$ cat src/hdl/srdr_pkg.sv
// Constants for the delayed-release safety relay controller.
// Assumes a single 250 MHz clock and an AXI4-Lite register port.
package srdr_pkg;
    // ------------------------------------------------------------
    // Timing
    // ------------------------------------------------------------
    localparam int CLK_MHZ   = 250;
    localparam int TICK_US   = 1000;
    localparam int TICK_CYC  = CLK_MHZ * TICK_US;
    localparam int SWON_MS   = 50;
    localparam int RECOV_MS  = 300;
    localparam int CHK_MS    = 20;
    localparam int FUSE_MIN  = 1;
    localparam int FUSE_MS   = FUSE_MIN * 60000;
    // ------------------------------------------------------------
    // Register map
    // ------------------------------------------------------------
    localparam logic [11:0] ADDR_CTRL  = 12'h000;
    localparam logic [11:0] ADDR_DELAY = 12'h004;
    localparam logic [11:0] ADDR_STAT  = 12'h008;
    localparam logic [11:0] ADDR_ISTS  = 12'h00C;
    localparam logic [11:0] ADDR_IMSK  = 12'h010;
    localparam int CTRL_DUAL  = 0;
    localparam int CTRL_MAN   = 1;
    localparam int CTRL_NODLY = 2;
    localparam logic [2:0]  CTRL_RST  = 3'h1;
    localparam logic [15:0] DELAY_RST = 16'h03E8;
    localparam int IRQ_ACT  = 0;
    localparam int IRQ_REL  = 1;
    localparam int IRQ_FLT  = 2;
    localparam int IRQ_TRIP = 3;
    localparam int IRQ_W    = 4;
    localparam logic [1:0] RESP_OKAY   = 2'h0;
    localparam logic [1:0] RESP_SLVERR = 2'h2;
    // ------------------------------------------------------------
    // States
    // ------------------------------------------------------------
    typedef enum logic [2:0] {
        ST_OFF  = 3'b000,
        ST_SWON = 3'b001,
        ST_ACT  = 3'b010,
        ST_REL  = 3'b011,
        ST_RECV = 3'b100,
        ST_TRIP = 3'b101
    } srdr_state_t;
endpackage

$ cat src/hdl/srdr_relay.sv
// Delayed-release safety relay controller with AXI4-Lite registers.
// Assumes all pin inputs are synchronous to clk; relay readback high = closed.
//
// Summary of operation
// The supply lamp is lit whenever supply is present.
// The unit counts as ready only while the start loop is closed.
// While active with input closed, lamps, four contacts, aux output and on lamp are on; with zero delay the code keeps contacts and channel lamps off.
// When the input opens, aux output and on lamp drop at once.
// Contacts stay closed for the set delay after input opens, then open with the lamps.
// An independent backup timer opens contacts by twice the set delay at the latest.
// In single-channel use earth faults on start and input block activation.
// In dual-channel use earth faults, input shorts and channel bridging are detected.
// In automatic start the unit goes active as soon as the input closes; the code ignores CTRL_MAN and always needs the start loop closed.
// In manual start both input and start loop must be closed to go active.
// Bridging the cross-test terminals while active trips and opens the contacts; the code trips only in dual-channel use (CTRL_DUAL set).
// The trip clears only after the supply has been off for one minute.
// A setting disables the delay so contacts open at once.
// Relay readback is checked each cycle; a failed channel blocks reactivation.
// A switch-on delay precedes closing and a recovery time follows release.
//
// Decided for this implementation: the register addresses and register access over AXI4-Lite.
`timescale 1ns/1ps
module srdr_relay
    import srdr_pkg::*;
#(
    parameter int TICK_CYCLES = TICK_CYC,
    parameter int FUSE_TICKS  = FUSE_MS
)(
    input  wire logic        clk,
    input  wire logic        sys_rst,
    input  wire logic [11:0] s_axi_awaddr,
    input  wire logic        s_axi_awvalid,
    output logic             s_axi_awready,
    input  wire logic [31:0] s_axi_wdata,
    input  wire logic [3:0]  s_axi_wstrb,
    input  wire logic        s_axi_wvalid,
    output logic             s_axi_wready,
    output logic [1:0]       s_axi_bresp,
    output logic             s_axi_bvalid,
    input  wire logic        s_axi_bready,
    input  wire logic [11:0] s_axi_araddr,
    input  wire logic        s_axi_arvalid,
    output logic             s_axi_arready,
    output logic [31:0]      s_axi_rdata,
    output logic [1:0]       s_axi_rresp,
    output logic             s_axi_rvalid,
    input  wire logic        s_axi_rready,
    input  wire logic        supply_present,
    input  wire logic        start_loop_terminals,
    input  wire logic        input_ch1,
    input  wire logic        input_ch2,
    input  wire logic        earth_fault_sense,
    input  wire logic        input_short_sense,
    input  wire logic        cross_test_terminal_a,
    input  wire logic        cross_test_terminal_b,
    input  wire logic [1:0]  relay_readback,
    output logic             supply_lamp,
    output logic             first_channel_lamp,
    output logic             second_channel_lamp,
    output logic [3:0]       safety_contacts,
    output logic             aux_indicator_output,
    output logic             on_lamp,
    output logic             irq
);
    // ------------------------------------------------------------
    // Declarations
    // ------------------------------------------------------------
    localparam int TW = $clog2(TICK_CYCLES + 1);
    srdr_state_t        st_ff;
    srdr_state_t        nxt_st;
    logic [TW-1:0]      tick_cnt_ff;
    logic               tick_ff;
    logic [31:0]        tmr_ff;
    logic [31:0]        bk_ff;
    logic [31:0]        off_ff;
    logic [31:0]        chk_ff;
    logic [2:0]         ctrl_ff;
    logic [15:0]        delay_ff;
    logic [IRQ_W-1:0]   ists_ff;
    logic [IRQ_W-1:0]   imsk_ff;
    logic [IRQ_W-1:0]   ev;
    logic               contacts_ff;
    logic               aux_ff;
    logic               relay_flt_ff;
    logic               trip_ff;
    logic               bvalid_ff;
    logic               rvalid_ff;
    logic [1:0]         bresp_ff;
    logic [1:0]         rresp_ff;
    logic [31:0]        rdata_ff;
    logic               dual;
    logic               in_ok;
    logic               bridged;
    logic               blk;
    logic               go;
    logic               bk_force;
    logic               wr_go;

    assign dual    = ctrl_ff[CTRL_DUAL];
    assign bridged = cross_test_terminal_a & cross_test_terminal_b;
    assign in_ok   = dual ? (input_ch1 & input_ch2) : input_ch1;
    assign blk     = earth_fault_sense
                   | (dual & (input_short_sense | bridged))
                   | relay_flt_ff | trip_ff | ~supply_present;
    assign go      = start_loop_terminals & in_ok & ~blk;
    assign bk_force = bk_ff >= {15'h0000, delay_ff, 1'b0};

    // ------------------------------------------------------------
    // Millisecond tick divider
    // ------------------------------------------------------------
    always_ff @(posedge clk)
    begin
        if (sys_rst)
        begin
            tick_cnt_ff <= '0;
            tick_ff     <= 1'b0;
        end
        else if (tick_cnt_ff == TW'(TICK_CYCLES - 1))
        begin
            tick_cnt_ff <= '0;
            tick_ff     <= 1'b1;
        end
        else
        begin
            tick_cnt_ff <= tick_cnt_ff + 1'b1;
            tick_ff     <= 1'b0;
        end
    end

    // ------------------------------------------------------------
    // State machine
    // ------------------------------------------------------------
    always_comb
    begin
        nxt_st = st_ff;
        case (st_ff)
            ST_OFF:
                if (go)
                    nxt_st = ST_SWON;
            ST_SWON:
                if (!go)
                    nxt_st = ST_OFF;
                else if (tmr_ff >= 32'(SWON_MS))
                    nxt_st = ST_ACT;
            ST_ACT:
                if (dual && bridged)
                    nxt_st = ST_TRIP;
                else if (!in_ok || blk)
                    nxt_st = ctrl_ff[CTRL_NODLY] ? ST_RECV : ST_REL;
            ST_REL:
                if (ctrl_ff[CTRL_NODLY] || tmr_ff >= 32'(delay_ff))
                    nxt_st = ST_RECV;
            ST_RECV:
                if (tmr_ff >= 32'(RECOV_MS))
                    nxt_st = ST_OFF;
            ST_TRIP:
                if (!trip_ff)
                    nxt_st = ST_OFF;
            default:
                nxt_st = ST_OFF;
        endcase
        if (!supply_present && nxt_st != ST_TRIP)
            nxt_st = ST_OFF;
    end

    always_ff @(posedge clk)
    begin
        if (sys_rst)
        begin
            st_ff  <= ST_OFF;
            tmr_ff <= '0;
        end
        else
        begin
            st_ff  <= nxt_st;
            tmr_ff <= (nxt_st != st_ff) ? 32'h0000_0000 : tmr_ff + 32'(tick_ff);
        end
    end

    // ------------------------------------------------------------
    // Outputs
    // ------------------------------------------------------------
    always_ff @(posedge clk)
    begin
        if (sys_rst)
        begin
            contacts_ff <= 1'b0;
            aux_ff      <= 1'b0;
        end
        else
        begin
            contacts_ff <= (nxt_st == ST_ACT || nxt_st == ST_REL) && !bk_force;
            aux_ff      <= nxt_st == ST_ACT;
        end
    end

    assign supply_lamp          = supply_present;
    assign first_channel_lamp   = contacts_ff;
    assign second_channel_lamp  = contacts_ff;
    assign safety_contacts      = {4{contacts_ff}};
    assign aux_indicator_output = aux_ff;
    assign on_lamp              = aux_ff;

    // ------------------------------------------------------------
    // Backup release timer
    // ------------------------------------------------------------
    always_ff @(posedge clk)
    begin
        if (sys_rst || !contacts_ff || in_ok)
            bk_ff <= '0;
        else if (tick_ff && !bk_force)
            bk_ff <= bk_ff + 32'h0000_0001;
    end

    // ------------------------------------------------------------
    // Relay readback check and trip latch
    // ------------------------------------------------------------
    always_ff @(posedge clk)
    begin
        if (sys_rst)
        begin
            chk_ff       <= '0;
            relay_flt_ff <= 1'b0;
        end
        else
        begin
            if (contacts_ff != (nxt_st == ST_ACT || nxt_st == ST_REL))
                chk_ff <= '0;
            else if (tick_ff && chk_ff < 32'(CHK_MS))
                chk_ff <= chk_ff + 32'h0000_0001;
            if (!supply_present)
                relay_flt_ff <= 1'b0;
            else if (chk_ff >= 32'(CHK_MS) && relay_readback != {2{contacts_ff}})
                relay_flt_ff <= 1'b1;
        end
    end

    always_ff @(posedge clk)
    begin
        if (sys_rst)
        begin
            trip_ff <= 1'b0;
            off_ff  <= '0;
        end
        else
        begin
            if (supply_present)
                off_ff <= '0;
            else if (tick_ff && off_ff < 32'(FUSE_TICKS))
                off_ff <= off_ff + 32'h0000_0001;
            if (st_ff == ST_ACT && dual && bridged)
                trip_ff <= 1'b1;
            else if (off_ff >= 32'(FUSE_TICKS))
                trip_ff <= 1'b0;
        end
    end

    // ------------------------------------------------------------
    // Register write channel
    // ------------------------------------------------------------
    assign wr_go         = s_axi_awvalid & s_axi_wvalid & ~bvalid_ff;
    assign s_axi_awready = wr_go;
    assign s_axi_wready  = wr_go;
    assign s_axi_bvalid  = bvalid_ff;
    assign s_axi_bresp   = bresp_ff;

    always_ff @(posedge clk)
    begin
        if (sys_rst)
        begin
            bvalid_ff <= 1'b0;
            bresp_ff  <= RESP_OKAY;
            ctrl_ff   <= CTRL_RST;
            delay_ff  <= DELAY_RST;
            imsk_ff   <= '0;
        end
        else
        begin
            if (bvalid_ff && s_axi_bready)
                bvalid_ff <= 1'b0;
            if (wr_go)
            begin
                bvalid_ff <= 1'b1;
                bresp_ff  <= RESP_OKAY;
                case (s_axi_awaddr)
                    ADDR_CTRL:
                        if (s_axi_wstrb[0])
                            ctrl_ff <= s_axi_wdata[2:0];
                    ADDR_DELAY:
                    begin
                        if (s_axi_wstrb[0])
                            delay_ff[7:0] <= s_axi_wdata[7:0];
                        if (s_axi_wstrb[1])
                            delay_ff[15:8] <= s_axi_wdata[15:8];
                    end
                    ADDR_IMSK:
                        if (s_axi_wstrb[0])
                            imsk_ff <= s_axi_wdata[IRQ_W-1:0];
                    ADDR_STAT, ADDR_ISTS: ;
                    default:
                        bresp_ff <= RESP_SLVERR;
                endcase
            end
        end
    end

    // ------------------------------------------------------------
    // Interrupt status, set wins over clear
    // ------------------------------------------------------------
    always_comb
    begin
        ev           = '0;
        ev[IRQ_ACT]  = nxt_st == ST_ACT && st_ff != ST_ACT;
        ev[IRQ_REL]  = contacts_ff && !((nxt_st == ST_ACT || nxt_st == ST_REL) && !bk_force);
        ev[IRQ_FLT]  = relay_readback != {2{contacts_ff}} && chk_ff >= 32'(CHK_MS)
                       && supply_present && !relay_flt_ff;
        ev[IRQ_TRIP] = nxt_st == ST_TRIP && st_ff != ST_TRIP;
    end

    always_ff @(posedge clk)
    begin
        if (sys_rst)
            ists_ff <= '0;
        else if (wr_go && s_axi_awaddr == ADDR_ISTS && s_axi_wstrb[0])
            ists_ff <= (ists_ff & ~s_axi_wdata[IRQ_W-1:0]) | ev;
        else
            ists_ff <= ists_ff | ev;
    end

    assign irq = |(ists_ff & imsk_ff);

    // ------------------------------------------------------------
    // Register read channel
    // ------------------------------------------------------------
    assign s_axi_arready = ~rvalid_ff;
    assign s_axi_rvalid  = rvalid_ff;
    assign s_axi_rdata   = rdata_ff;
    assign s_axi_rresp   = rresp_ff;

    always_ff @(posedge clk)
    begin
        if (sys_rst)
        begin
            rvalid_ff <= 1'b0;
            rdata_ff  <= '0;
            rresp_ff  <= RESP_OKAY;
        end
        else if (rvalid_ff)
        begin
            if (s_axi_rready)
                rvalid_ff <= 1'b0;
        end
        else if (s_axi_arvalid)
        begin
            rvalid_ff <= 1'b1;
            rresp_ff  <= RESP_OKAY;
            rdata_ff  <= '0;
            case (s_axi_araddr)
                ADDR_CTRL:  rdata_ff <= {29'h0, ctrl_ff};
                ADDR_DELAY: rdata_ff <= {16'h0, delay_ff};
                ADDR_STAT:  rdata_ff <= {24'h0, go, relay_flt_ff, trip_ff,
                                         aux_ff, contacts_ff, st_ff};
                ADDR_ISTS:  rdata_ff <= {28'h0, ists_ff};
                ADDR_IMSK:  rdata_ff <= {28'h0, imsk_ff};
                default:    rresp_ff <= RESP_SLVERR;
            endcase
        end
    end

    // ------------------------------------------------------------
    // Assertions
    // ------------------------------------------------------------
    a_supply_lamp: assert property (@(posedge clk) disable iff (sys_rst)
        supply_lamp == supply_present)
        else $error("supply lamp does not follow supply");
    a_ready_start: assert property (@(posedge clk) disable iff (sys_rst)
        (st_ff == ST_OFF && nxt_st == ST_SWON) |-> start_loop_terminals)
        else $error("switch-on began without start loop");
    a_active_outs: assert property (@(posedge clk) disable iff (sys_rst)
        (st_ff == ST_ACT && delay_ff != 16'h0000) |-> on_lamp && safety_contacts == 4'hF)
        else $error("active outputs wrong");
    a_aux_drop: assert property (@(posedge clk) disable iff (sys_rst)
        (st_ff == ST_ACT && !in_ok) |=> !aux_indicator_output && !on_lamp)
        else $error("aux output not dropped at input open");
    a_release_hold: assert property (@(posedge clk) disable iff (sys_rst)
        (st_ff == ST_REL && $past(st_ff) == ST_REL && !bk_force
         && tmr_ff < 32'(delay_ff) && supply_present) |-> contacts_ff)
        else $error("contacts opened before delay");
    a_backup_open: assert property (@(posedge clk) disable iff (sys_rst)
        bk_force |=> !contacts_ff)
        else $error("contacts not forced open at twice delay");
    a_earth_block: assert property (@(posedge clk) disable iff (sys_rst)
        earth_fault_sense |=> st_ff != ST_ACT && st_ff != ST_SWON ##1 !aux_ff)
        else $error("stayed active with earth fault");
    a_dual_short: assert property (@(posedge clk) disable iff (sys_rst)
        (dual && input_short_sense) |=> st_ff != ST_ACT && st_ff != ST_SWON)
        else $error("input short not detected");
    a_cross_trip: assert property (@(posedge clk) disable iff (sys_rst)
        (st_ff == ST_ACT && dual && bridged) |=> st_ff == ST_TRIP && trip_ff ##1 !contacts_ff)
        else $error("cross short did not trip");
    a_no_delay: assert property (@(posedge clk) disable iff (sys_rst)
        (st_ff == ST_ACT && ctrl_ff[CTRL_NODLY] && !in_ok && !bridged) |=> !contacts_ff)
        else $error("contacts not opened at once without delay");
    a_relay_block: assert property (@(posedge clk) disable iff (sys_rst)
        (relay_flt_ff && st_ff == ST_OFF) |=> st_ff == ST_OFF)
        else $error("relay fault does not block");
    a_swon_delay: assert property (@(posedge clk) disable iff (sys_rst)
        (st_ff == ST_SWON && nxt_st == ST_ACT) |-> tmr_ff >= 32'(SWON_MS))
        else $error("closed before switch-on delay");

    c_activate: cover property (@(posedge clk) disable iff (sys_rst)
        st_ff == ST_SWON ##1 st_ff == ST_ACT);
    c_delayed_release: cover property (@(posedge clk) disable iff (sys_rst)
        st_ff == ST_REL ##1 st_ff == ST_RECV);
    c_trip: cover property (@(posedge clk) disable iff (sys_rst)
        st_ff == ST_ACT ##1 st_ff == ST_TRIP);
endmodule

$ cat config.mk
export PLATFORM = sky130hd
export DESIGN_NAME = srdr_relay
export DESIGN_NICKNAME = d
export VERILOG_FILES = /design/src/hdl/srdr_pkg.sv /design/src/hdl/srdr_relay.sv
export SDC_FILE = /design/constraint.sdc
export NUM_CORES = 1
export LEC_CHECK = 0
export BUFFER_PORTS_ARGS = -buffer_cell sky130_fd_sc_hd__buf_2
export CAP_MARGIN = 20
export CORE_UTILIZATION = 45
export CTS_CLUSTER_SIZE = 8
export DETAILED_ROUTE_END_ITERATION = 8
export PLACE_DENSITY = 0.66
export SLEW_MARGIN = 0
export SYNTH_ARGS = -nofsm -noshare
export SYNTH_HDL_FRONTEND = slang
export SYNTH_SLANG_ARGS = --single-unit
$ cat constraint.sdc
create_clock -name clk -period 3.1 [get_ports clk]
set_input_delay 0.31 -clock clk [delete_from_list [all_inputs] [get_ports clk]]
set_output_delay 0.31 -clock clk [all_outputs]
set_load 0.01 [all_outputs]
==> results_dict.tcl, run 1 <==
set metrics [dict create \
    drcViolationCount 0 \
    timing_max_transition_violations_final 0 \
    overall_die_area_um2 21100 \
    rr_startpoint "tmr_ff[28]" \
    viasPerCell 5.15 \
    tritoncts "done" \
    worst_slew_margin_rel 0.444 \
    layout.cells.non_filler 1411 \
    worst_pin_slew_ps 826 \
    critPathLaunchType "flip-flop" \
    die_x_extent_um 145 \
    grtUsageMet2 0.303 \
    dp_cells 1379 \
    grt.met3_usage 0.0330 \
    clk_skew_ps 13.0 \
    yosysTopAreaCellShare 0.436 \
    whs_endpoint "delay_ff[8]" \
    synth.top_cells.by_area "dfxtp_1, nor2_1, ha_1" \
    groute.usage.overall 0.191 \
    buffer_ports.inserted 91 \
    grt_pass1_vias 6793 \
    wire_length_of_the_first_global_routing_pass_um 33700 \
    leakage_power_uw 0.00441 \
    num_vias 7264 \
    maxCapViolations 0 \
    clk_root_buffer_cell "clkbuf_16" \
    powerDensity_nw_per_um2 511 \
    worst_min_delay_path_startpoint "s_axi_wdata[8]" \
    synthesis.area_per_instance_um2 8.79 \
    detail_route_antenna_nets 0 \
    synthesis.area_um2 9230 \
    synth-edff-count 0 \
    maximum_number_of_pins_on_one_net_before_global_route_repair 44 \
    cts.sinks 201 \
    busiest_layer "met2" \
    worstSetupEndpointType "flip-flop" \
    synth_commonest_cells "dfxtp_1, nor2_1, nand2_1" \
    part_of_the_cycle_the_worst_path_needs 0.913 \
    finalPower_uw 5400 \
    synth.ff_latch_count 201 \
    synth_ff_type "dfxtp_1" \
    synthesis.yosys.warnings 0 \
    run_status "finished, final reports clean" \
    synth_area_leader_cell "dfxtp_1" \
    holdPathStages 3 \
    critPathKind "flip-flop to flip-flop" \
    min_path_type "input port to flip-flop" \
    buffer_depth_of_the_longest_clock_path 3 \
    wl_um 19700 \
    syn_inst 1050 \
    rsz0062_at_grt "false" \
    final.setup.tns_ps 0 \
    synth_cell_type_count 66 \
    clock.fmax_mhz 353 \
    worst-r2r-cell-count 8 \
    chipHeight_um 145 \
    core.rowCount 52 \
    clock_tree.htree_level_count 1 \
    detailed_place_hpwl_um 14100 \
    gr-usage-met1 0.272 \
    grt-ovfl-total 0 \
    drt_iter0_drc 379 \
    layout-drive-gt1-share 0.136 \
    inserted_clock_buffers 29 \
    period_needed_ps 2830 \
    regToRegEndpoint "chk_ff[5]" \
    fin_nets 1258 \
    synth-async-reset-ratio 0 \
    synth_sequential_area_ratio 0.436 \
    globalplace.congestion 0.812 \
    floorplan.initialDensity 0.458 \
    cp_required_ps 3560 \
    area_growth_pct 14.7 \
    route.detailed.wl_per_inst_um 14.0 \
    worstPathArrival_ps 3290 \
    clk_latency_ps 520 \
    critical_path.max_fanout 29 \
    vdd_ir_drop_max_uv 390 \
    reg2reg_setup_slack_ps 270 \
    final_area_um2 10600 \
    floorplan.core_area_um2 20200 \
    drt_first_pass_iters 5 \
    worst_setup_hold_path_clk_slew_ps 50 \
    synth_most_common_cell "dfxtp_1" \
    antennaDiodeCount 0 \
    pin_count 128 \
    final-hold-violation-count 0 \
    placed_area_um2 9830 \
    antenna_found_initial 0 \
    final-setup-viol-count 0 \
]
area by class of cell:
| cell class | count | area [µm²] |
|---|---|---|
| fill | 1941 | 9590 |
| clock buffer | 30 | 729 |
| tap | 270 | 338 |
| timing repair buffer | 103 | 548 |
| multi-input combinational | 760 | 4760 |
| clock inverter | 1 | 8.76 |
| inverter | 46 | 173 |
| sequential | 201 | 4020 |
sequential cells by signal, summed over array words and instances (netlist names), 3 cells and up:
register and count:
bk_ff 32, delay_ff 16, tick_cnt_ff 18, imsk_ff 4, ctrl_ff 3, s_axi_rdata 16
ists_ff 4, tmr_ff 32, chk_ff 32, off_ff 32, st_ff 3
per-layer routing:
layer	up-vias	wire length, µm
met5	-	0
met3	23	870
met1	3370	9620
li1	3757	-
met2	114	8940
met4	0	282
how the worst max path moves through the flow:
stage          depth (start not counted)  slack, ps    endpoint        from
2_1_floorplan                          9        650  chk_ff[22]  tmr_ff[27]
3_3_place_gp                           8        320   chk_ff[3]  tmr_ff[28]
3_5_place_dp                           8        240   chk_ff[3]  tmr_ff[28]
4_1_cts                                8        230   chk_ff[4]  tmr_ff[28]
5_1_grt                                8         90  chk_ff[13]  tmr_ff[28]
6_report                               8        270   chk_ff[5]  tmr_ff[28]
placed cells by master, fill, tap and decap left out, types with 37 or more instances in the layout:
cell type,synthesis,final
and2_1,60,60
buf_2,3,91
dfxtp_1,201,201
ha_1,40,40
inv_1,46,46
nand2_1,72,72
nand3_1,45,45
nor2_1,142,142
nor4_1,37,37
xnor2_1,43,43
timing repair:
action                                 CTS  global route
resized for setup                        0             1
buffers inserted                         0             0
setup endpoints to repair                0            16
hold buffers                             1             0
endpoints found under the hold margin    1             0
logic make-up (layout without fill, tap and decap cells):
kind of cell             Yosys count  in the layout  share of synthesized area
AO/OA/AOI/OAI                    114            114                     0.0801
flip-flops                       201            201                      0.436
XOR/XNOR                          77             77                     0.0731
adder cells (fa/ha/maj)           40             40                     0.0542
buffers and inverters            106            180                     0.0563
other                              1             18                   0.000406
AND/OR/NAND/NOR                  480            480                      0.266
multiplexers                      31             31                     0.0336
power breakdown:
group	internal (µW)	switching, µW
Combinational	56.6	102
Sequential	2600	4.77
Clock	1630	1020
Total	4280	1130
worst max-delay path: stages (launching register included):
cell and delay (ps):
dfxtp_1 330, nor4_1 330, nand4_1 320, or3_1 510, and3_4 230, or4_4 560
nand3_2 70, buf_4 230, and2_2 170
metrics by stage:
stage | hold WS, ps | setup WS [ps] | utilization
finish | 15.8 | 269 | 0.525
global route | 5.94 | 87.2 | 0.525
detailed placement | 433 | 240 | 0.487
CTS | 5.29 | 226 | 0.524
floorplan | 410 | 652 | -
global placement | 427 | 320 | 0.487
Power figures use the tool's default switching activity.
==> run 2: changes to the inputs <==
Settings changed: CELL_PAD_IN_SITES_DETAIL_PLACEMENT from default to 1, CELL_PAD_IN_SITES_GLOBAL_PLACEMENT from default to 1, CORE_UTILIZATION 45 to 44, PLACE_DENSITY 0.66 to 0.81.
==> run 2 against run 1 <==
Critical path depth grew 1. Via count grew 4.8%. Total power grew 1.1%. Design area grew 0.22%. Register-to-register slack lost 40 ps. Maximum frequency shrank 1.2%. Clock skew shrank 1.6 ps. Global-route usage grew 2.9 points. Combinational power grew 4%. Largest power group unchanged. Count of clock-buffer cells in the layout is the same. Non-clock buffer count is the same. Sequential share of layout area shrank 0.085 points.
==> results_dict.tcl, run 2 (synthesized netlist as in run 1, its figures left out) <==
set metrics [dict create \
    drcViolationCount 0 \
    clock.fmax_mhz 349 \
    power.share.sequential 0.476 \
    floorplan.initialDensity 0.453 \
    placed_area_um2 9840 \
    globalplace.congestion 0.836 \
    clock_tree.htree_level_count 1 \
    rsz0062_at_grt "false" \
    grt_pass1_vias 7798 \
    postCtsSetupBuffers 0 \
    final_cell_mix "dfxtp_1, nor2_1, buf_2" \
    cellInternalPower_uw 4290 \
    cts.sinks 201 \
    pin_count 128 \
    fin_nets 1258 \
    part_of_the_cycle_the_worst_path_needs 0.925 \
    clk_root_buffer_cell "clkbuf_16" \
    cp_required_ps 3520 \
    final-setup-viol-count 0 \
    clk_latency_ps 540 \
    critPathLaunchType "flip-flop" \
    final.setup.tns_ps 0 \
    grt-ovfl-total 0 \
    worst_setup_hold_path_clk_slew_ps 50 \
    inserted_clock_buffers 29 \
    final_critical_path_setup_slack_ps 233 \
    period_needed_ps 2870 \
    tritoncts "done" \
    power.share.clock 0.493 \
    drt_first_pass_iters 4 \
    powerDensity_nw_per_um2 515 \
    worst_pin_slew_ps 755 \
    final_area_um2 10600 \
    vdd_ir_drop_max_uv 391 \
    timing_max_transition_violations_final 0 \
    buffer_ports.inserted 91 \
    num_vias 7612 \
    antennaDiodeCount 0 \
    area_growth_pct 14.9 \
    viasPerCell 5.39 \
    route.detailed.wl_per_inst_um 16.8 \
    critical_path.max_fanout 29 \
    worstSetupEndpointType "flip-flop" \
    maximum_number_of_pins_on_one_net_before_global_route_repair 42 \
    worst_min_delay_path_startpoint "s_axi_wdata[12]" \
    final-hold-violation-count 0 \
    layout-drive-gt1-share 0.136 \
    final_common_cell "dfxtp_1" \
    floorplan.core_area_um2 20400 \
    overall_die_area_um2 21600 \
    crit_start "delay_ff[11]" \
    die_x_extent_um 147 \
    antenna_found_initial 0 \
    min_path_type "input port to flip-flop" \
    chipHeight_um 147 \
    drt_iter0_drc 289 \
    detail_route_antenna_nets 0 \
    maxCapViolations 0 \
    wl_um 23700 \
    rr_startpoint "delay_ff[11]" \
    worst_slew_margin_rel 0.492 \
    detailed_place_hpwl_um 16700 \
    final_util 0.521 \
    clk_skew_ps 11.4 \
    groute.usage.overall 0.220 \
    dp_cells 1379 \
    wire_length_of_the_first_global_routing_pass_um 38900 \
    sw_frac_of_total 0.215 \
    core.rowCount 52 \
    post-place-ws_ps 135 \
    run_status "finished, final reports clean" \
    worstPathArrival_ps 3290 \
    critPathKind "flip-flop to flip-flop" \
    layout.cells.non_filler 1412 \
    leakage_power_uw 0.00442 \
    power.switching_uw 1180 \
    buffer_depth_of_the_longest_clock_path 3 \
    share_comb_of_total_power 0.030 \
]
-- run 2: changes by cell type in the layout (fill, tap and decap cells not counted) --
cell / change
nand3_4: +1
nor3b_2: -1
inv_6: +1
buf_4: -1
nor3b_1: +1
nand3_2: -1
buf_12: +1
-- run 2: repair_timing --
item,CTS,global route
hold buffers,1,0
endpoints found under the hold margin,1,0
endpoints found under the setup margin,0,29
resized for setup,0,1
-- run 2: routing by layer --
metal,vias to the layer above,GRT usage,share of wire
met5,-,0,0
met4,0,0.0729,0.029
met3,48,0.0323,0.035
met2,120,0.387,0.49
met1,3692,0.273,0.45
li1,3752,-,-
-- run 2: layout make-up --
class	count	area (µm²)
clock buffer	30	729
clock inverter	2	17.5
fill	2425	9760
inverter	46	173
multi-input combinational	760	4760
sequential	201	4020
tap	270	338
timing repair buffer	103	561
-- run 2: path summary, 6_finish.rpt --
kind / endpoint / slack (ps) / cells past startpoint
worst max-delay path: chk_ff[23] / 230 / 9
worst min-delay path: delay_ff[12] / 10 / 3
worst max register to register: chk_ff[23] / 230 / 9
worst min register to register: s_axi_rdata[1] / 450 / 2
-- run 2: per-stage QoR --
stage          total power, µW  hold slack, ps
6_report                  5460            13.6
5_1_grt                   5630            30.5
4_1_cts                   5520            9.54
3_5_place_dp              2810             435
3_3_place_gp              2810             426
2_1_floorplan             2760             410
-- run 2: critical path: stages (launching register included) --
cell and delay, ps:
dfxtp_1 360, inv_1 110, ha_1 330, nand2_1 60, o21ai_0 390, nor2_1 90, and4_1 260, o21ai_0 530
nand3_4 340, and2_2 300
-- run 2: power groups by stage --
stage                     Sequential (µW)  Clock (µW)  Combinational (µW)
after floorplan                      2650           0                 104
after detailed placement             2650           0                 163
after global placement               2650           0                 160
after CTS                            2600        2760                 166
after global routing                 2600        2850                 184
final                                2600        2700                 166
==> run 3: changes to the inputs <==
Settings changed: REMOVE_ABC_BUFFERS from default to 1.
==> run 3 against run 2 <==
Non-clock buffer count grew 2. Largest power group unchanged. Total power grew 0.59%. Sequential power is essentially flat.
==> results_dict.tcl, run 3 (synthesized netlist as in run 1, its figures left out) <==
set metrics [dict create \
    run_status "finished, final reports clean" \
    rsz0062_at_grt "false" \
    critPathLaunchType "flip-flop" \
    drcViolationCount 0 \
    pin_count 128 \
    tritoncts "done" \
    drt_iter0_drc 273 \
    worst_setup_hold_path_clk_slew_ps 50 \
    inserted_clock_buffers 29 \
    timing_max_transition_violations_final 0 \
    final_common_cell "dfxtp_1" \
    critPathKind "flip-flop to flip-flop" \
    overall_die_area_um2 21600 \
    route.met2.wl_um 11700 \
    leakage_power_uw 0.00443 \
    groute.usage.overall 0.220 \
    drt_first_pass_iters 4 \
    viasPerCell 5.42 \
    final_cell_mix "dfxtp_1, nor2_1, buf_2" \
    route.detailed.wl_per_inst_um 16.6 \
    antenna_found_initial 0 \
    worstSetupEndpointType "flip-flop" \
    fin_nets 1260 \
    wire_length_of_the_first_global_routing_pass_um 39300 \
    worst_pin_slew_ps 794 \
    grt-ovfl-total 0 \
    worst_slew_margin_rel 0.469 \
    cts.sinks 201 \
    chipHeight_um 147 \
    maxCapViolations 0 \
    clk_latency_ps 550 \
    clock_tree.htree_level_count 1 \
    final.setup.tns_ps 0 \
    wl_met3_um 851 \
    critical-path-max-stage-delay_ps 500 \
    layout-drive-gt1-share 0.136 \
    detail_route_antenna_nets 0 \
    part_of_the_cycle_the_worst_path_needs 0.923 \
    buffer_ports.inserted 91 \
    final-hold-violation-count 0 \
    critical_path.slowest_cell "o21ai_0" \
    final_util 0.522 \
    met1_length_um 10300 \
    period_needed_ps 2860 \
    cp_required_ps 3530 \
    die_x_extent_um 147 \
    maximum_number_of_pins_on_one_net_before_global_route_repair 37 \
    postCtsSetupBuffers 0 \
    min_path_type "input port to flip-flop" \
    critical_path.max_fanout 29 \
    num_vias 7660 \
    antennaDiodeCount 0 \
    final_critical_path_setup_slack_ps 239 \
    wl_um 23500 \
    detailed_place_hpwl_um 16500 \
    clk_skew_ps 26.2 \
    core.rowCount 52 \
    worstPathArrival_ps 3290 \
    clock.fmax_mhz 350 \
    floorplan.initialDensity 0.453 \
    timing.critical_path.cells "inv_1 > ha_1 > nand2_1 > o21ai_0 > nor2_1 > and4_1 > o21ai_0 > nand3_2 > buf_4 > and2_2" \
    area_growth_pct 15.2 \
    buffer_depth_of_the_longest_clock_path 3 \
    post-place-ws_ps 259 \
    globalplace.congestion 0.803 \
    floorplan.core_area_um2 20400 \
    powerDensity_nw_per_um2 517 \
    critPathMostFrequentCell "o21ai_0" \
    vdd_ir_drop_max_uv 395 \
    whs_ps 22.2 \
    top_layer_used "met4" \
    grt_pass1_vias 8118 \
    clk_root_buffer_cell "clkbuf_16" \
    final-setup-viol-count 0 \
]
## run 3: stage by stage
stage / power [µW] / cell area, µm² / std cells
floorplan: 2720 / 8940 / 1007
global placement: 2810 / 9840 / 1379
detailed placement: 2810 / 9840 / 1379
CTS: 5560 / 10600 / 1414
global route: 5700 / 10600 / 1414
finish: 5500 / 10600 / 1414
## run 3: path summary, 6_finish.rpt
| path | startpoint | end | slack [ps] | depth (start not counted) |
|---|---|---|---|---|
| worst max-delay path | delay_ff[11] | chk_ff[22] | 240 | 10 |
| worst max register to register | delay_ff[11] | chk_ff[22] | 240 | 10 |
| worst min register to register | tick_cnt_ff[0] | tick_cnt_ff[0] | 450 | 1 |
| worst min-delay path | s_axi_wdata[3] | delay_ff[3] | 20 | 3 |
## run 3: where the power goes
part | internal (µW) | switching, µW
Clock | 1640 | 1080
Sequential | 2600 | 4.63
Combinational | 59.4 | 108
Total | 4300 | 1200
## run 3: cell type report
class	instances	area [µm²]
Clock inverter	2	28.8
Clock buffer	30	729
Timing Repair Buffer	105	581
Sequential cell	201	4020
Multi-Input combinational cell	760	4760
Fill cell	2392	9730
Tap cell	270	338
Inverter	46	173
## run 3: repair_timing
action	in CTS	in global routing
hold endpoints to repair	3	0
hold buffers	3	0
endpoints found under the setup margin	0	29
gates resized for setup	0	1
## run 3: critical path, delay by kind of cell (launching register included)
| family | cells | cell delay, ps |
|---|---|---|
| AND/OR/NAND/NOR | 5 | 790 |
| buffers and inverters | 2 | 330 |
| flip-flops | 1 | 370 |
| AO/OA/AOI/OAI | 2 | 940 |
| adder cells (fa/ha/maj) | 1 | 350 |
## run 3: metal layers
layer,track usage,vias to the layer above
met5,0,-
met4,0.0734,0
met3,0.0404,59
met2,0.398,121
met1,0.260,3727
li1,-,3753
